--- src/fsg_pkg.sv ---
// Functional notes
// RULE_01 - start: current low, then above start level
// RULE_02 - started motor stops below ten percent
// RULE_03 - alarm at second last permitted start
// RULE_04 - alarm holds until limit or hour ends
// RULE_05 - inhibit on each start for interval
// RULE_06 - inhibit releases when interval expires
// RULE_07 - limit reached inhibits until hour passes
// RULE_08 - force flag clears five minutes after button
// RULE_09 - expose hourly starts and minutes since start
// RULE_10 - max starts per hour setting is limit
// RULE_11 - min interval setting in minutes
// RULE_12 - record trip time, rates and total starts
// RULE_13 - alarm and inhibit mapped to contacts
// RULE_14 - enableable events on alarm and inhibit edges
package fsg_pkg;

   // ------------------------------------------------------------
   // time base
   // ------------------------------------------------------------
   localparam int unsigned CLK_PERIOD_NS = 40;
   localparam int unsigned SECOND_NS = 1_000_000_000;
   localparam int unsigned CYCLES_PER_SECOND = SECOND_NS / CLK_PERIOD_NS;
   localparam int unsigned SECONDS_PER_MINUTE = 60;
   localparam int unsigned MINUTES_PER_HOUR = 60;
   localparam int unsigned HOUR_S = MINUTES_PER_HOUR * SECONDS_PER_MINUTE;
   localparam int unsigned FORCE_TIMEOUT_MIN = 5;
   localparam int unsigned FORCE_TIMEOUT_S =
      FORCE_TIMEOUT_MIN * SECONDS_PER_MINUTE;

   // ------------------------------------------------------------
   // widths and levels
   // ------------------------------------------------------------
   localparam int unsigned CUR_W = 16;
   localparam int unsigned CNT_W = 8;
   localparam int unsigned MIN_W = 16;
   localparam int unsigned TOT_W = 16;
   localparam int unsigned TS_W = 32;
   localparam int unsigned STAMP_W = 12;
   localparam int unsigned HIST_DEPTH = 32;
   localparam int unsigned HIST_PTR_W = 5;
   localparam int unsigned IVL_W = 14;
   localparam int unsigned FRC_W = 9;
   localparam int unsigned SEC_W = 6;
   localparam int unsigned N_CONTACTS = 4;
   localparam int unsigned PROD_W = 24;
   localparam logic [7:0] STOP_LEVEL_PCT = 8'h0a;
   localparam logic [7:0] PCT_SCALE = 8'h64;

   // ------------------------------------------------------------
   // types
   // ------------------------------------------------------------
   typedef enum logic [1:0] {
      MOT_UNKNOWN = 2'b00,
      MOT_STOPPED = 2'b01,
      MOT_STARTED = 2'b10
   } motor_state_e;

   typedef struct packed {
      logic alarm;
      logic inhibit;
   } guard_out_s;

   typedef struct packed {
      logic alarm_on;
      logic alarm_off;
      logic inhibit_on;
      logic inhibit_off;
   } event_s;

   typedef struct packed {
      logic [N_CONTACTS-1:0] alarm_sel;
      logic [N_CONTACTS-1:0] inhibit_sel;
      logic [N_CONTACTS-1:0] invert;
   } contact_map_s;

   typedef struct packed {
      logic [TS_W-1:0] trip_timestamp;
      logic [CNT_W-1:0] recorded_starts_per_hour;
      logic [MIN_W-1:0] recorded_time_since_start;
      logic [TOT_W-1:0] total_starts;
   } record_s;

   // ------------------------------------------------------------
   // reset values
   // ------------------------------------------------------------
   localparam guard_out_s GUARD_RESET = 2'h0;
   localparam event_s EVENT_RESET = 4'h0;
   localparam record_s RECORD_RESET = 72'h0;
   localparam logic FORCE_RESET = 1'b0;

   // true when cur is below pct percent of nom
   function automatic logic below_pct(input logic [CUR_W-1:0] cur,
                                      input logic [CUR_W-1:0] nom,
                                      input logic [7:0] pct);
      logic [PROD_W-1:0] lhs;
      logic [PROD_W-1:0] rhs;
      lhs = PROD_W'(cur) * PROD_W'(PCT_SCALE);
      rhs = PROD_W'(nom) * PROD_W'(pct);
      return lhs < rhs;
   endfunction

endpackage

--- src/motor_frequent_start_guard.sv ---
`timescale 1ns/10ps
`default_nettype none
module motor_frequent_start_guard #(
   parameter int unsigned CYCLES_PER_SECOND = fsg_pkg::CYCLES_PER_SECOND
) (
   input wire logic ref_clk_i,
   input wire logic reset_i,
   input wire logic enable_i,
   input wire logic [fsg_pkg::CUR_W-1:0] current_i,
   input wire logic [fsg_pkg::CUR_W-1:0] nominal_current_i,
   input wire logic [fsg_pkg::CUR_W-1:0] start_current_i,
   input wire logic [fsg_pkg::CNT_W-1:0] max_starts_i,
   input wire logic [fsg_pkg::CNT_W-1:0] min_interval_i,
   input wire logic button_press_i,
   input wire logic force_set_i,
   input wire logic force_clear_i,
   input wire fsg_pkg::guard_out_s forced_out_i,
   input wire fsg_pkg::event_s event_enable_i,
   input wire fsg_pkg::contact_map_s contact_map_i,
   input wire logic [fsg_pkg::TS_W-1:0] rtc_time_i,
   output fsg_pkg::guard_out_s guard_o,
   output logic [fsg_pkg::N_CONTACTS-1:0] contacts_o,
   output fsg_pkg::event_s events_o,
   output logic [fsg_pkg::CNT_W-1:0] starts_last_hour_o,
   output logic [fsg_pkg::MIN_W-1:0] minutes_since_start_o,
   output logic [fsg_pkg::TOT_W-1:0] start_event_count_o,
   output fsg_pkg::record_s record_o,
   output logic force_o,
   output logic motor_started_o
);

   // ------------------------------------------------------------
   // constants at the width of what they meet
   // ------------------------------------------------------------
   localparam logic [fsg_pkg::SEC_W-1:0] LAST_SEC =
      fsg_pkg::SEC_W'(fsg_pkg::SECONDS_PER_MINUTE - 1);
   localparam logic [fsg_pkg::IVL_W-1:0] SEC_PER_MIN =
      fsg_pkg::IVL_W'(fsg_pkg::SECONDS_PER_MINUTE);
   localparam logic [fsg_pkg::FRC_W-1:0] FORCE_LOAD =
      fsg_pkg::FRC_W'(fsg_pkg::FORCE_TIMEOUT_S);
   localparam logic [fsg_pkg::MIN_W-1:0] MIN_MAX = '1;

   // ------------------------------------------------------------
   // time base and rolling window
   // ------------------------------------------------------------
   logic sec_tick;
   logic [fsg_pkg::STAMP_W-1:0] now_sec;
   logic [fsg_pkg::CNT_W-1:0] hour_count;
   logic start_pulse;

   second_tick #(
      .CYCLES(CYCLES_PER_SECOND)
   ) u_tick (
      .ref_clk_i(ref_clk_i),
      .reset_i(reset_i),
      .tick_o(sec_tick),
      .now_o(now_sec)
   );

   start_history u_hist (
      .ref_clk_i(ref_clk_i),
      .reset_i(reset_i),
      .push_i(start_pulse),
      .now_i(now_sec),
      .count_o(hour_count)
   );

   // ------------------------------------------------------------
   // start and stop detection
   // ------------------------------------------------------------
   fsg_pkg::motor_state_e motor_state_reg;
   fsg_pkg::motor_state_e motor_state_next;

   wire below_stop = fsg_pkg::below_pct(current_i, nominal_current_i,
                                        fsg_pkg::STOP_LEVEL_PCT);
   wire above_start = (current_i > start_current_i);

   // a start needs a low current first, so power-up with a running
   // motor is not counted as a start
   always_comb
   begin
      motor_state_next = motor_state_reg;
      if (!enable_i)
         motor_state_next = fsg_pkg::MOT_UNKNOWN;
      else
      begin
         unique case (motor_state_reg)
            fsg_pkg::MOT_UNKNOWN:
               if (below_stop)
                  motor_state_next = fsg_pkg::MOT_STOPPED;
            fsg_pkg::MOT_STOPPED:
               if (above_start)
                  motor_state_next = fsg_pkg::MOT_STARTED; // see RULE_01
            fsg_pkg::MOT_STARTED:
               if (below_stop)
                  motor_state_next = fsg_pkg::MOT_STOPPED; // see RULE_02
            default:
               motor_state_next = fsg_pkg::MOT_UNKNOWN;
         endcase
      end
   end

   assign start_pulse = enable_i && (motor_state_reg == fsg_pkg::MOT_STOPPED)
                        && above_start; // see RULE_01

   always_ff @(posedge ref_clk_i)
   begin
      if (reset_i)
         motor_state_reg <= fsg_pkg::MOT_UNKNOWN;
      else
         motor_state_reg <= motor_state_next;
   end

   // ------------------------------------------------------------
   // time since the latest start
   // ------------------------------------------------------------
   logic [fsg_pkg::SEC_W-1:0] sec_in_min_reg;
   logic [fsg_pkg::MIN_W-1:0] minutes_reg;
   wire min_wrap = sec_tick && (sec_in_min_reg == LAST_SEC);

   // minutes saturate rather than wrap to a misleading small value
   always_ff @(posedge ref_clk_i)
   begin
      if (reset_i)
      begin
         sec_in_min_reg <= '0;
         minutes_reg <= '0;
      end
      else if (start_pulse)
      begin
         sec_in_min_reg <= '0;
         minutes_reg <= '0;
      end
      else if (sec_tick)
      begin
         sec_in_min_reg <= min_wrap ? '0 : sec_in_min_reg + 1'b1;
         if (min_wrap && minutes_reg != MIN_MAX)
            minutes_reg <= minutes_reg + 1'b1;
      end
   end

   // ------------------------------------------------------------
   // interval between consecutive starts
   // ------------------------------------------------------------
   logic [fsg_pkg::IVL_W-1:0] interval_left_reg;
   wire [fsg_pkg::IVL_W-1:0] interval_load =
      fsg_pkg::IVL_W'(min_interval_i) * SEC_PER_MIN; // see RULE_11
   wire interval_active = (interval_left_reg != '0);

   // countdown in whole seconds, so the hold is exact to one second
   always_ff @(posedge ref_clk_i)
   begin
      if (reset_i)
         interval_left_reg <= '0;
      else if (start_pulse)
         interval_left_reg <= interval_load; // see RULE_05
      else if (sec_tick && interval_active)
         interval_left_reg <= interval_left_reg - 1'b1; // see RULE_06
   end

   // ------------------------------------------------------------
   // alarm and inhibit levels
   // ------------------------------------------------------------
   // a zero limit switches the hourly check off
   wire limit_on = (max_starts_i != '0);
   wire limit_hit = limit_on && (hour_count >= max_starts_i); // see RULE_10
   // alarm only while exactly one start is left; a start or the
   // window dropping an old start ends it
   wire alarm_level = (max_starts_i > 8'h01)
                      && (hour_count == max_starts_i - 1'b1); // see RULE_03
   wire inhibit_level = interval_active || limit_hit; // see RULE_07

   fsg_pkg::guard_out_s normal_out;
   fsg_pkg::guard_out_s eff_out;

   assign normal_out.alarm = enable_i && alarm_level; // see RULE_04
   assign normal_out.inhibit = enable_i && inhibit_level; // see RULE_05
   assign eff_out = force_o ? forced_out_i : normal_out;

   // ------------------------------------------------------------
   // test forcing flag
   // ------------------------------------------------------------
   logic [fsg_pkg::FRC_W-1:0] force_left_reg;
   wire force_load = button_press_i || force_set_i;
   wire force_expire = sec_tick && (force_left_reg == 9'h001);

   // a press in the same cycle as expiry keeps the flag alive
   always_ff @(posedge ref_clk_i)
   begin
      if (reset_i)
         force_left_reg <= '0;
      else if (force_load)
         force_left_reg <= FORCE_LOAD;
      else if (sec_tick && force_left_reg != '0)
         force_left_reg <= force_left_reg - 1'b1; // see RULE_08
   end

   // set wins over a clear or the timeout in the same cycle
   always_ff @(posedge ref_clk_i)
   begin
      if (reset_i)
         force_o <= fsg_pkg::FORCE_RESET;
      else if (force_set_i)
         force_o <= 1'b1;
      else if (force_clear_i || (force_expire && !button_press_i))
         force_o <= 1'b0; // see RULE_08
   end

   // ------------------------------------------------------------
   // outputs, events and contacts
   // ------------------------------------------------------------
   fsg_pkg::event_s event_next;
   logic [fsg_pkg::N_CONTACTS-1:0] contact_next;

   assign event_next.alarm_on = eff_out.alarm && !guard_o.alarm
                                && event_enable_i.alarm_on; // see RULE_14
   assign event_next.alarm_off = !eff_out.alarm && guard_o.alarm
                                 && event_enable_i.alarm_off; // see RULE_14
   assign event_next.inhibit_on = eff_out.inhibit && !guard_o.inhibit
                                  && event_enable_i.inhibit_on; // see RULE_14
   assign event_next.inhibit_off = !eff_out.inhibit && guard_o.inhibit
                                   && event_enable_i.inhibit_off; // see RULE_14

   // invert lets a contact work normally closed, so a dead relay
   // output still blocks closing
   genvar c;
   generate
      for (c = 0; c < fsg_pkg::N_CONTACTS; c++)
      begin : g_contact
         assign contact_next[c] =
            ((contact_map_i.alarm_sel[c] && eff_out.alarm)
             || (contact_map_i.inhibit_sel[c] && eff_out.inhibit))
            ^ contact_map_i.invert[c]; // see RULE_13
      end
   endgenerate

   always_ff @(posedge ref_clk_i)
   begin
      if (reset_i)
      begin
         guard_o <= fsg_pkg::GUARD_RESET;
         events_o <= fsg_pkg::EVENT_RESET;
         contacts_o <= contact_map_i.invert & '0;
      end
      else
      begin
         guard_o <= eff_out;
         events_o <= event_next;
         contacts_o <= contact_next;
      end
   end

   // ------------------------------------------------------------
   // measured and recorded values
   // ------------------------------------------------------------
   logic limit_hit_reg;
   wire trip = limit_hit && !limit_hit_reg;
   wire inhibit_rise = eff_out.inhibit && !guard_o.inhibit;

   // measured values follow the live counters one cycle late
   always_ff @(posedge ref_clk_i)
   begin
      if (reset_i)
      begin
         starts_last_hour_o <= '0;
         minutes_since_start_o <= '0;
         motor_started_o <= 1'b0;
         limit_hit_reg <= 1'b0;
      end
      else
      begin
         starts_last_hour_o <= hour_count; // see RULE_09
         minutes_since_start_o <= minutes_reg; // see RULE_09
         motor_started_o <= (motor_state_reg == fsg_pkg::MOT_STARTED);
         limit_hit_reg <= limit_hit;
      end
   end

   // the trip record is taken when the hourly limit first blocks
   always_ff @(posedge ref_clk_i)
   begin
      if (reset_i)
      begin
         record_o <= fsg_pkg::RECORD_RESET;
         start_event_count_o <= '0;
      end
      else
      begin
         if (trip)
         begin
            record_o.trip_timestamp <= rtc_time_i; // see RULE_12
            record_o.recorded_starts_per_hour <= hour_count; // see RULE_12
            record_o.recorded_time_since_start <= minutes_reg;
         end
         if (start_pulse)
            record_o.total_starts <= record_o.total_starts + 1'b1;
         if (inhibit_rise)
            start_event_count_o <= start_event_count_o + 1'b1;
      end
   end

endmodule
`default_nettype wire

--- src/second_tick.sv ---
`timescale 1ns/10ps
`default_nettype none
// one-second enable pulse and a free running seconds stamp
module second_tick #(
   parameter int unsigned CYCLES = fsg_pkg::CYCLES_PER_SECOND
) (
   input wire logic ref_clk_i,
   input wire logic reset_i,
   output logic tick_o,
   output logic [fsg_pkg::STAMP_W-1:0] now_o
);
   localparam int unsigned DIV_W = (CYCLES > 1) ? $clog2(CYCLES) : 1;
   localparam logic [DIV_W-1:0] DIV_LAST = DIV_W'(CYCLES - 1);

   logic [DIV_W-1:0] div_reg;
   wire wrap = (div_reg == DIV_LAST);

   // divider and stamp; stamp wraps, callers use modular age
   always_ff @(posedge ref_clk_i)
   begin
      if (reset_i)
      begin
         div_reg <= '0;
         tick_o <= 1'b0;
         now_o <= '0;
      end
      else
      begin
         div_reg <= wrap ? '0 : div_reg + 1'b1;
         tick_o <= wrap;
         if (wrap)
            now_o <= now_o + 1'b1;
      end
   end
endmodule
`default_nettype wire

--- src/start_history.sv ---
`timescale 1ns/10ps
`default_nettype none
// rolling one-hour window of start stamps; count_o = starts in last hour
module start_history (
   input wire logic ref_clk_i,
   input wire logic reset_i,
   input wire logic push_i,
   input wire logic [fsg_pkg::STAMP_W-1:0] now_i,
   output logic [fsg_pkg::CNT_W-1:0] count_o
);
   localparam logic [fsg_pkg::STAMP_W-1:0] HOUR =
      fsg_pkg::STAMP_W'(fsg_pkg::HOUR_S);
   localparam logic [fsg_pkg::CNT_W-1:0] DEPTH =
      fsg_pkg::CNT_W'(fsg_pkg::HIST_DEPTH);

   logic [fsg_pkg::STAMP_W-1:0] stamp_mem [fsg_pkg::HIST_DEPTH];
   logic [fsg_pkg::HIST_PTR_W-1:0] head_reg;
   logic [fsg_pkg::HIST_PTR_W-1:0] tail_reg;

   // modular age is exact since entries leave well before the wrap
   wire [fsg_pkg::STAMP_W-1:0] age = now_i - stamp_mem[tail_reg];
   wire nonempty = (count_o != '0);
   wire pop = nonempty && (age >= HOUR); // see RULE_07
   // a full window drops the push; only a nonzero limit of 32 or less stops starts before that
   wire push = push_i && (count_o != DEPTH || pop);

   always_ff @(posedge ref_clk_i)
   begin
      if (push)
         stamp_mem[head_reg] <= now_i;
   end

   // pointers and occupancy, one expiry per cycle at most
   always_ff @(posedge ref_clk_i)
   begin
      if (reset_i)
      begin
         head_reg <= '0;
         tail_reg <= '0;
         count_o <= '0;
      end
      else
      begin
         if (push)
            head_reg <= head_reg + 1'b1;
         if (pop)
            tail_reg <= tail_reg + 1'b1;
         if (push && !pop)
            count_o <= count_o + 1'b1;
         else if (pop && !push)
            count_o <= count_o - 1'b1;
      end
   end
endmodule
`default_nettype wire

--- config.mk ---
export PLATFORM = sky130hd
export DESIGN_NAME = motor_frequent_start_guard
export DESIGN_NICKNAME = d
export VERILOG_FILES = /design/src/fsg_pkg.sv /design/src/motor_frequent_start_guard.sv /design/src/second_tick.sv /design/src/start_history.sv
export SDC_FILE = /design/constraint.sdc
export NUM_CORES = 1
export LEC_CHECK = 0
export ABC_AREA = 1
export BUFFER_PORTS_ARGS = -buffer_cell sky130_fd_sc_hd__buf_2
export CAP_MARGIN = 20
export CELL_PAD_IN_SITES_DETAIL_PLACEMENT = 2
export CELL_PAD_IN_SITES_GLOBAL_PLACEMENT = 2
export CORE_AREA = 10 10 288 290
export CTS_CLUSTER_DIAMETER = 60
export DETAILED_ROUTE_END_ITERATION = 8
export DIE_AREA = 0 0 298 300
export PLACE_DENSITY_LB_ADDON = 0.1
export SLEW_MARGIN = 20
export SYNTH_ARGS = -nofsm -noshare
export SYNTH_HDL_FRONTEND = slang
export SYNTH_SLANG_ARGS = --single-unit
--- constraint.sdc ---
create_clock -name ref_clk_i -period 5.9 [get_ports ref_clk_i]
set_clock_uncertainty 0.2 [all_clocks]
set_input_delay 0.295 -clock ref_clk_i [delete_from_list [all_inputs] [get_ports ref_clk_i]]
set_output_delay 0.295 -clock ref_clk_i [all_outputs]
set_load 0.01 [all_outputs]
==> results of run 1 <==
-- per-stage QoR --
step | utilization | power [mW] | setup slack [ns] | TNS (ns) | std cells
after global routing | 0.472 | 15.3 | -0.136 | -0.244 | 4567
after floorplan | - | 7.64 | 0.679 | 0 | 3096
final | 0.472 | 14.5 | 0.176 | 0 | 4567
after detailed placement | 0.423 | 9.24 | -0.0766 | -0.103 | 4342
after CTS | 0.465 | 14.1 | 0.00472 | 0 | 4544
after global placement | 0.423 | 8.94 | 0.283 | 0 | 4342
-- final timing paths --
| kind | endpoint | from | depth (start not counted) |
|---|---|---|---|
| max | u_hist.count_o[6]$_SDFFE_PP0P_ | flop | 34 |
| min | limit_hit_reg$_SDFF_PP0_ | max_starts_i[3] | 5 |
| max reg2reg | u_hist.count_o[6]$_SDFFE_PP0P_ | flop | 34 |
| min reg2reg | record_o[23]$_SDFFE_PP0P_ | record_o[23]$_SDFFE_PP0P_ | 2 |
-- layout make-up --
| type | count | area share |
|---|---|---|
| antenna | 5 | 0.000344 |
| timing repair inverter | 2 | 0.000481 |
| tap | 1040 | 0.0357 |
| inverter | 334 | 0.0351 |
| sequential | 617 | 0.445 |
| clock buffer | 100 | 0.0576 |
| timing repair buffer | 416 | 0.0829 |
| multi-input combinational | 2018 | 0.332 |
| clock inverter | 35 | 0.0106 |
-- logic make-up (layout without fill, tap and decap cells) --
kind of cell | Yosys count | count (layout) | share of synthesized area
XOR/XNOR | 90 | 90 | 0.0264
AND/OR/NAND/NOR | 1052 | 1052 | 0.151
AO/OA/AOI/OAI | 678 | 678 | 0.129
other | 0 | 5 | 0
flip-flops | 617 | 617 | 0.543
adder cells (fa/ha/maj) | 198 | 198 | 0.0899
buffers and inverters | 461 | 887 | 0.0602
-- power breakdown --
part	internal, mW	total (mW)	switching [mW]
Sequential	4.75	4.96	0.208
Clock	2.79	4.75	1.97
Combinational	1.74	4.83	3.09
-- layout by cell type (no fill, tap or decap), drive strengths merged, types with 2 or more instances in the layout --
cell type and count:
o21bai 3, o31ai 4, fa 27, nor3b 10, a32o 10, nand3b 4
nor2 403, clkinvlp 4, nand3 151, nand2 380, nand4 22, and3 3
inv 340, o22ai 16, edfxtp 384, xnor2 29, a21o 3, o21ai 309
a21oi 215, bufinv 6, dlygate4sd3 65, o2111ai 3, a211oi 2, o21a 10
or2 7, o221ai 73, nor4 11, buf 346, dfxtp 233, a31oi 25
nor3 59, xor2 61, clkbuf 105, diode 5, clkinv 21, ha 171
-- per-layer routing --
metal,vias to the layer above,share of wire
li1,11452,-
met1,12873,0.40
met2,650,0.52
met3,218,0.047
met4,2,0.037
met5,-,0.00011
-- critical path: cells and delay by family, from the launching register on --
| family | cells | cell delay (ns) |
|---|---|---|
| fa+ha+maj | 3 | 0.89 |
| xor+xnor | 1 | 0.15 |
| buf+inv | 10 | 1.17 |
| flops | 1 | 0.42 |
| compound gates | 7 | 1.40 |
| simple gates | 13 | 1.35 |
-- what timing repair did --
| action | CTS | global route |
|---|---|---|
| setup buffers | 0 | 10 |
| pin swaps | 0 | 10 |
| setup endpoints to repair | 2 | 4 |
| hold endpoints to repair | 71 | 0 |
| cloned | 2 | 7 |
| gates resized for setup | 7 | 65 |
| hold buffers | 65 | 0 |
==> impl_metrics.py, run 1 <==
metrics = {
    "global_route": {
        "grt_pass1_wl_mm": 171,
        "grt-ovfl-total": 0,
        "met1_usage": 0.281,
        "top_usage_layer": "met2",
        "grt.met3_usage": 0.0415,
        "grt_pass1_vias": 28285,
        "grt.total_usage": 0.242,
        "grt_max_degree": 113,
        "antenna_found_initial": 8,
        "met2_usage": 0.438,
    },
    "drt": {
        "num_vias": 25195,
        "drt_drc_violations_left": 0,
        "antenna_left": 0,
        "wl_per_cell_um": 24.8,
        "drtIter0Drc": 1680,
        "drt-total-wl_mm": 113,
        "vias_per_cell": 5.52,
        "dr.pass1.iters": 5,
    },
    "worst_setup_path": {
        "cp.arrival_ns": 6.04,
        "rrSetupSlack_ns": 0.18,
        "worst_path_most_repeated_cell": "buf_4",
        "worstPathMaxFanout": 28,
        "critPathLaunchType": "flop",
        "crit_type": "flop to flop",
        "critPathSlowestCell": "dfxtp_4",
        "cp-end-kind": "flop",
        "crit_path_max_incr_delay_ns": 0.42,
        "worstPathRequired_ns": 6.22,
    },
    "synth": {
        "synth_ff_type": "edfxtp_1",
        "synth_top_cell_area_share": 0.387,
        "synth_most_common_cell": "nor2_1",
        "ys_types": 54,
        "ys_ff_latch": 617,
        "avgSynthCellArea_um2": 9.63,
        "yosys.area.top_type": "edfxtp_1",
        "yosys-top-cells-count": "nor2_1 (393), edfxtp_1 (384), nand2_1 (368)",
        "synthTopCellsByArea": "edfxtp_1 (39%), dfxtp_1 (16%), ha_1 (7.2%)",
        "netlist_area_um2": 29800,
        "synth-edff-count": 384,
        "netlist_instances": 3096,
        "ys_seq_area_frac": 0.543,
        "ys.warnings.count": 0,
        "synth_fp_nets": 3414,
        "async_reset_ff_frac": 0,
    },
    "finish": {
        "largest_reg_flops": 384,
        "drive_above_1_share": 0.156,
        "multi_input_area_um2": 12100,
        "fillers": 8206,
        "syn2layout_area_growth_pct": 22.0,
        "nets": 3783,
        "stdcell_area_um2": 36400,
        "ff_latch_area_um2": 16200,
    },
    "placed_design": {
        "dp.final_hpwl_mm": 72.3,
        "gp_congestion": 0.845,
        "place_area_um2": 32600,
        "port-buffer-count": 243,
    },
    "job": {
        "drv_cap": 0,
    },
    "die": {
        "die_area_um2": 89400,
        "ios": 244,
        "rows": 102,
        "die_h_um": 300,
        "start_util": 0.387,
        "die-width_um": 298,
        "design.core.area_um2": 77100,
    },
    "clock_tree": {
        "numCtsBuffers": 76,
        "insertion_delay_ns": 0.64,
        "clockRootBuffer": "clkbuf_16",
        "clkTransAtPathRegs_ns": 0.06,
        "cts.sinks": 617,
        "clockBufferDepth": 3,
        "cts_tree": "done",
        "cts_max_level": 3,
    },
    "timing": {
        "hold_ws_ns": 0.0436,
        "max_clock_freq_mhz": 175,
        "finalHoldViolCount": 0,
        "slew_headroom": 0.369,
        "maxSlewViolCount": 0,
        "setup_viol": 0,
        "tightest_slew_ns": 0.937,
        "period_needed_ns": 5.72,
        "post-route-period-util": 0.970,
    },
    "outcome": {
        "status": "finished clean",
    },
    "power_and_ir_drop": {
        "p_per_area_nw_per_um2": 400,
        "peakVddDrop_mv": 0.198,
        "p_leak_nw": 15.1,
    },
    "worst_hold_path": {
        "hold_class": "primary input to flop",
    },
}
No activity file was read; power rests on OpenSTA's default activity.
==> inputs of run 2 (changes only) <==
--- a/config.mk
+++ b/config.mk
@@ -5,15 +5,14 @@
 export SDC_FILE = /design/constraint.sdc
 export NUM_CORES = 1
 export LEC_CHECK = 0
-export ABC_AREA = 1
 export BUFFER_PORTS_ARGS = -buffer_cell sky130_fd_sc_hd__buf_2
 export CAP_MARGIN = 20
 export CELL_PAD_IN_SITES_DETAIL_PLACEMENT = 2
 export CELL_PAD_IN_SITES_GLOBAL_PLACEMENT = 2
-export CORE_AREA = 10 10 288 290
+export CORE_AREA = 10 10 273 275
 export CTS_CLUSTER_DIAMETER = 60
 export DETAILED_ROUTE_END_ITERATION = 8
-export DIE_AREA = 0 0 298 300
+export DIE_AREA = 0 0 283 285
 export PLACE_DENSITY_LB_ADDON = 0.1
 export SLEW_MARGIN = 20
 export SYNTH_ARGS = -nofsm -noshare
==> impl_metrics.py, run 2 <==
metrics = {
    "placed_design": {
        "gp_congestion": 0.818,
        "port-buffer-count": 243,
        "dp.final_hpwl_mm": 61.2,
        "place_inst": 3427,
    },
    "clock_tree": {
        "clkTransAtPathRegs_ns": 0.06,
        "cts_max_level": 3,
        "cts.sinks": 617,
        "cts_tree": "done",
        "numCtsBuffers": 71,
        "clockRootBuffer": "clkbuf_16",
        "clockBufferDepth": 3,
        "insertion_delay_ns": 0.63,
    },
    "finish": {
        "stdcell_count": 3642,
        "nets": 2961,
        "syn2layout_area_growth_pct": 22.7,
        "drive_above_1_share": 0.244,
        "largest_reg_flops": 384,
        "final_common_cell": "edfxtp_1",
        "most-common-layout-cells": "edfxtp_1 (384), buf_2 (242), dfxtp_1 (230)",
    },
    "timing": {
        "hold_ws_ns": 0.0619,
        "slew_headroom": 0.333,
        "setup_viol": 1,
        "post-route-period-util": 1.02,
        "maxSlewViolCount": 0,
        "period_needed_ns": 6.04,
        "setup_ws_ns": -0.140,
        "finalHoldViolCount": 0,
        "tightest_slew_ns": 1.00,
        "rsz0062_at_grt": "yes",
        "max_clock_freq_mhz": 166,
    },
    "synth": {
        "synth_most_common_cell": "edfxtp_1",
        "synth-compound-area-share": 0.0612,
        "synth_top_family_by_area": "simple AND/OR/NAND/NOR gates",
        "ys.warnings.count": 0,
        "yosys-top-cells-count": "edfxtp_1 (384), dfxtp_1 (233), nor2_1 (204)",
        "synth-xor-area-share": 0.0442,
        "netlist_instances": 2232,
        "synth_top_cell_area_share": 0.402,
        "synth_ff_type": "edfxtp_1",
        "synthTopCellsByArea": "edfxtp_1 (40%), dfxtp_1 (16%), mux4_2 (8.9%)",
        "ys_ff_latch": 617,
        "synth_fa_ha_area_frac": 0.0935,
        "synth-edff-count": 384,
        "netlist_area_um2": 28700,
        "synthMuxAreaShare": 0.101,
        "synth_fp_nets": 2550,
        "ys_seq_area_frac": 0.565,
        "ys_types": 77,
        "avgSynthCellArea_um2": 12.8,
        "yosys.area.top_type": "edfxtp_1",
        "async_reset_ff_frac": 0,
        "yosys.area_share.simple": 0.107,
    },
    "worst_setup_path": {
        "worstPathMaxFanout": 8,
        "critPathLaunchType": "flop",
        "cp-end-kind": "flop",
        "worstPathRequired_ns": 6.27,
        "crit_type": "flop to flop",
        "crit_path_max_incr_delay_ns": 0.54,
        "cp.arrival_ns": 6.41,
        "critPathSlowestCell": "mux4_2",
    },
    "worst_hold_path": {
        "hold_path.startpoint": "forced_out_i[1]",
        "hold_class": "primary input to flop",
    },
    "die": {
        "design.core.area_um2": 69300,
        "die-width_um": 283,
        "ios": 244,
        "start_util": 0.414,
        "die_area_um2": 80700,
        "rows": 97,
        "die_h_um": 285,
    },
    "global_route": {
        "grt.total_usage": 0.228,
        "grt-ovfl-total": 0,
        "grt_pass1_vias": 22649,
        "grt_max_degree": 91,
        "grt_pass1_wl_mm": 142,
        "antenna_found_initial": 3,
    },
    "power_and_ir_drop": {
        "p_leak_nw": 13.5,
        "peakVddDrop_mv": 0.208,
        "finalPower_mw": 11.3,
        "p_per_area_nw_per_um2": 321,
    },
    "drt": {
        "antenna_left": 0,
        "num_vias": 19917,
        "drt_drc_violations_left": 0,
        "dr.pass1.iters": 7,
        "vias_per_cell": 5.47,
        "wl_per_cell_um": 25.6,
        "drt-total-wl_mm": 93.1,
        "drtIter0Drc": 1198,
    },
    "outcome": {
        "status": "complete, but fails checks",
        "violations": "setup timing",
    },
    "job": {
        "drv_cap": 0,
    },
}
[run 2: cell count changes in the layout (fill, tap and decap cells not counted), sizes merged, moves of 35 or more]
cell,previous run,this run
a21oi,215,130
o21ai,309,37
nor2,403,204
mux4,0,118
xnor2,29,74
inv,340,131
o221ai,73,0
nand2,380,178
nor2b,0,35
nand3,151,62
[run 2: logic make-up after synthesis]
kind of cell               after synthesis
xor gates and xnor gates               144
DFF                                    617
AOI/OAI and AO/OA                      279
buffers and inverters                  203
and+or+nand+nor                        650
muxes                                  141
adders and majority gates              198
[run 2: worst max-delay path: cells and delay by family, from the launching register on]
family                   cells  cell delay, ns
adder cells (fa/ha/maj)      4            0.76
AO/OA/AOI/OAI                8            1.24
multiplexers                 3            1.37
XOR/XNOR                     2            0.23
buffers and inverters        5            0.56
flip-flops                   1            0.37
AND/OR/NAND/NOR              7            1.23
[run 2: layer usage]
layer,share of wire,vias up,track usage
li1,-,8985,-
met1,0.40,10347,0.265
met2,0.53,446,0.419
met3,0.041,139,0.0410
met4,0.031,0,0.0745
met5,0,-,0
[run 2: worst paths after layout]
path                                                        to  slack, ns  cells after the start
worst max-delay path            u_hist.count_o[7]$_SDFFE_PP0P_      -0.14                     29
worst min-delay path                     guard_o[1]$_SDFF_PP0_       0.06                      3
worst max register to register  u_hist.count_o[7]$_SDFFE_PP0P_      -0.14                     29
worst min register to register       record_o[36]$_SDFFE_PP0P_       0.25                      2
[run 2: stage by stage]
stage / setup TNS, ns / setup WS [ns] / cell area [um2] / util
2_1_floorplan: 0 / 0.00712 / 28800 / -
3_3_place_gp: -0.0992 / -0.0992 / 31600 / 0.456
3_5_place_dp: -0.430 / -0.215 / 31600 / 0.456
4_1_cts: -0.120 / -0.120 / 34900 / 0.504
5_1_grt: -0.658 / -0.355 / 35200 / 0.508
6_report: -0.140 / -0.140 / 35200 / 0.508
[run 2: layout make-up]
cell class                      instances  area [um2]
Clock buffer                           92        1930
Inverter                              127         482
Timing Repair Buffer                  414        2860
Antenna cell                            2        5.00
Tap cell                              940        1180
Clock inverter                         38         437
Sequential cell                       617       16200
Multi-Input combinational cell       1412       12100
Fill cell                            6695       34100
[run 2: what timing repair did]
item,CTS,global route
cloned,3,0
setup endpoints to repair,3,5
hold buffers,54,0
hold endpoints to repair,73,0
gates resized for setup,31,48
setup buffers,19,10
pin swaps,19,26
[run 2: power breakdown]
group | internal, mW | switching, mW | total [mW]
Clock | 2.60 | 1.89 | 4.49
Sequential | 4.60 | 0.0696 | 4.67
Combinational | 1.01 | 1.13 | 2.13
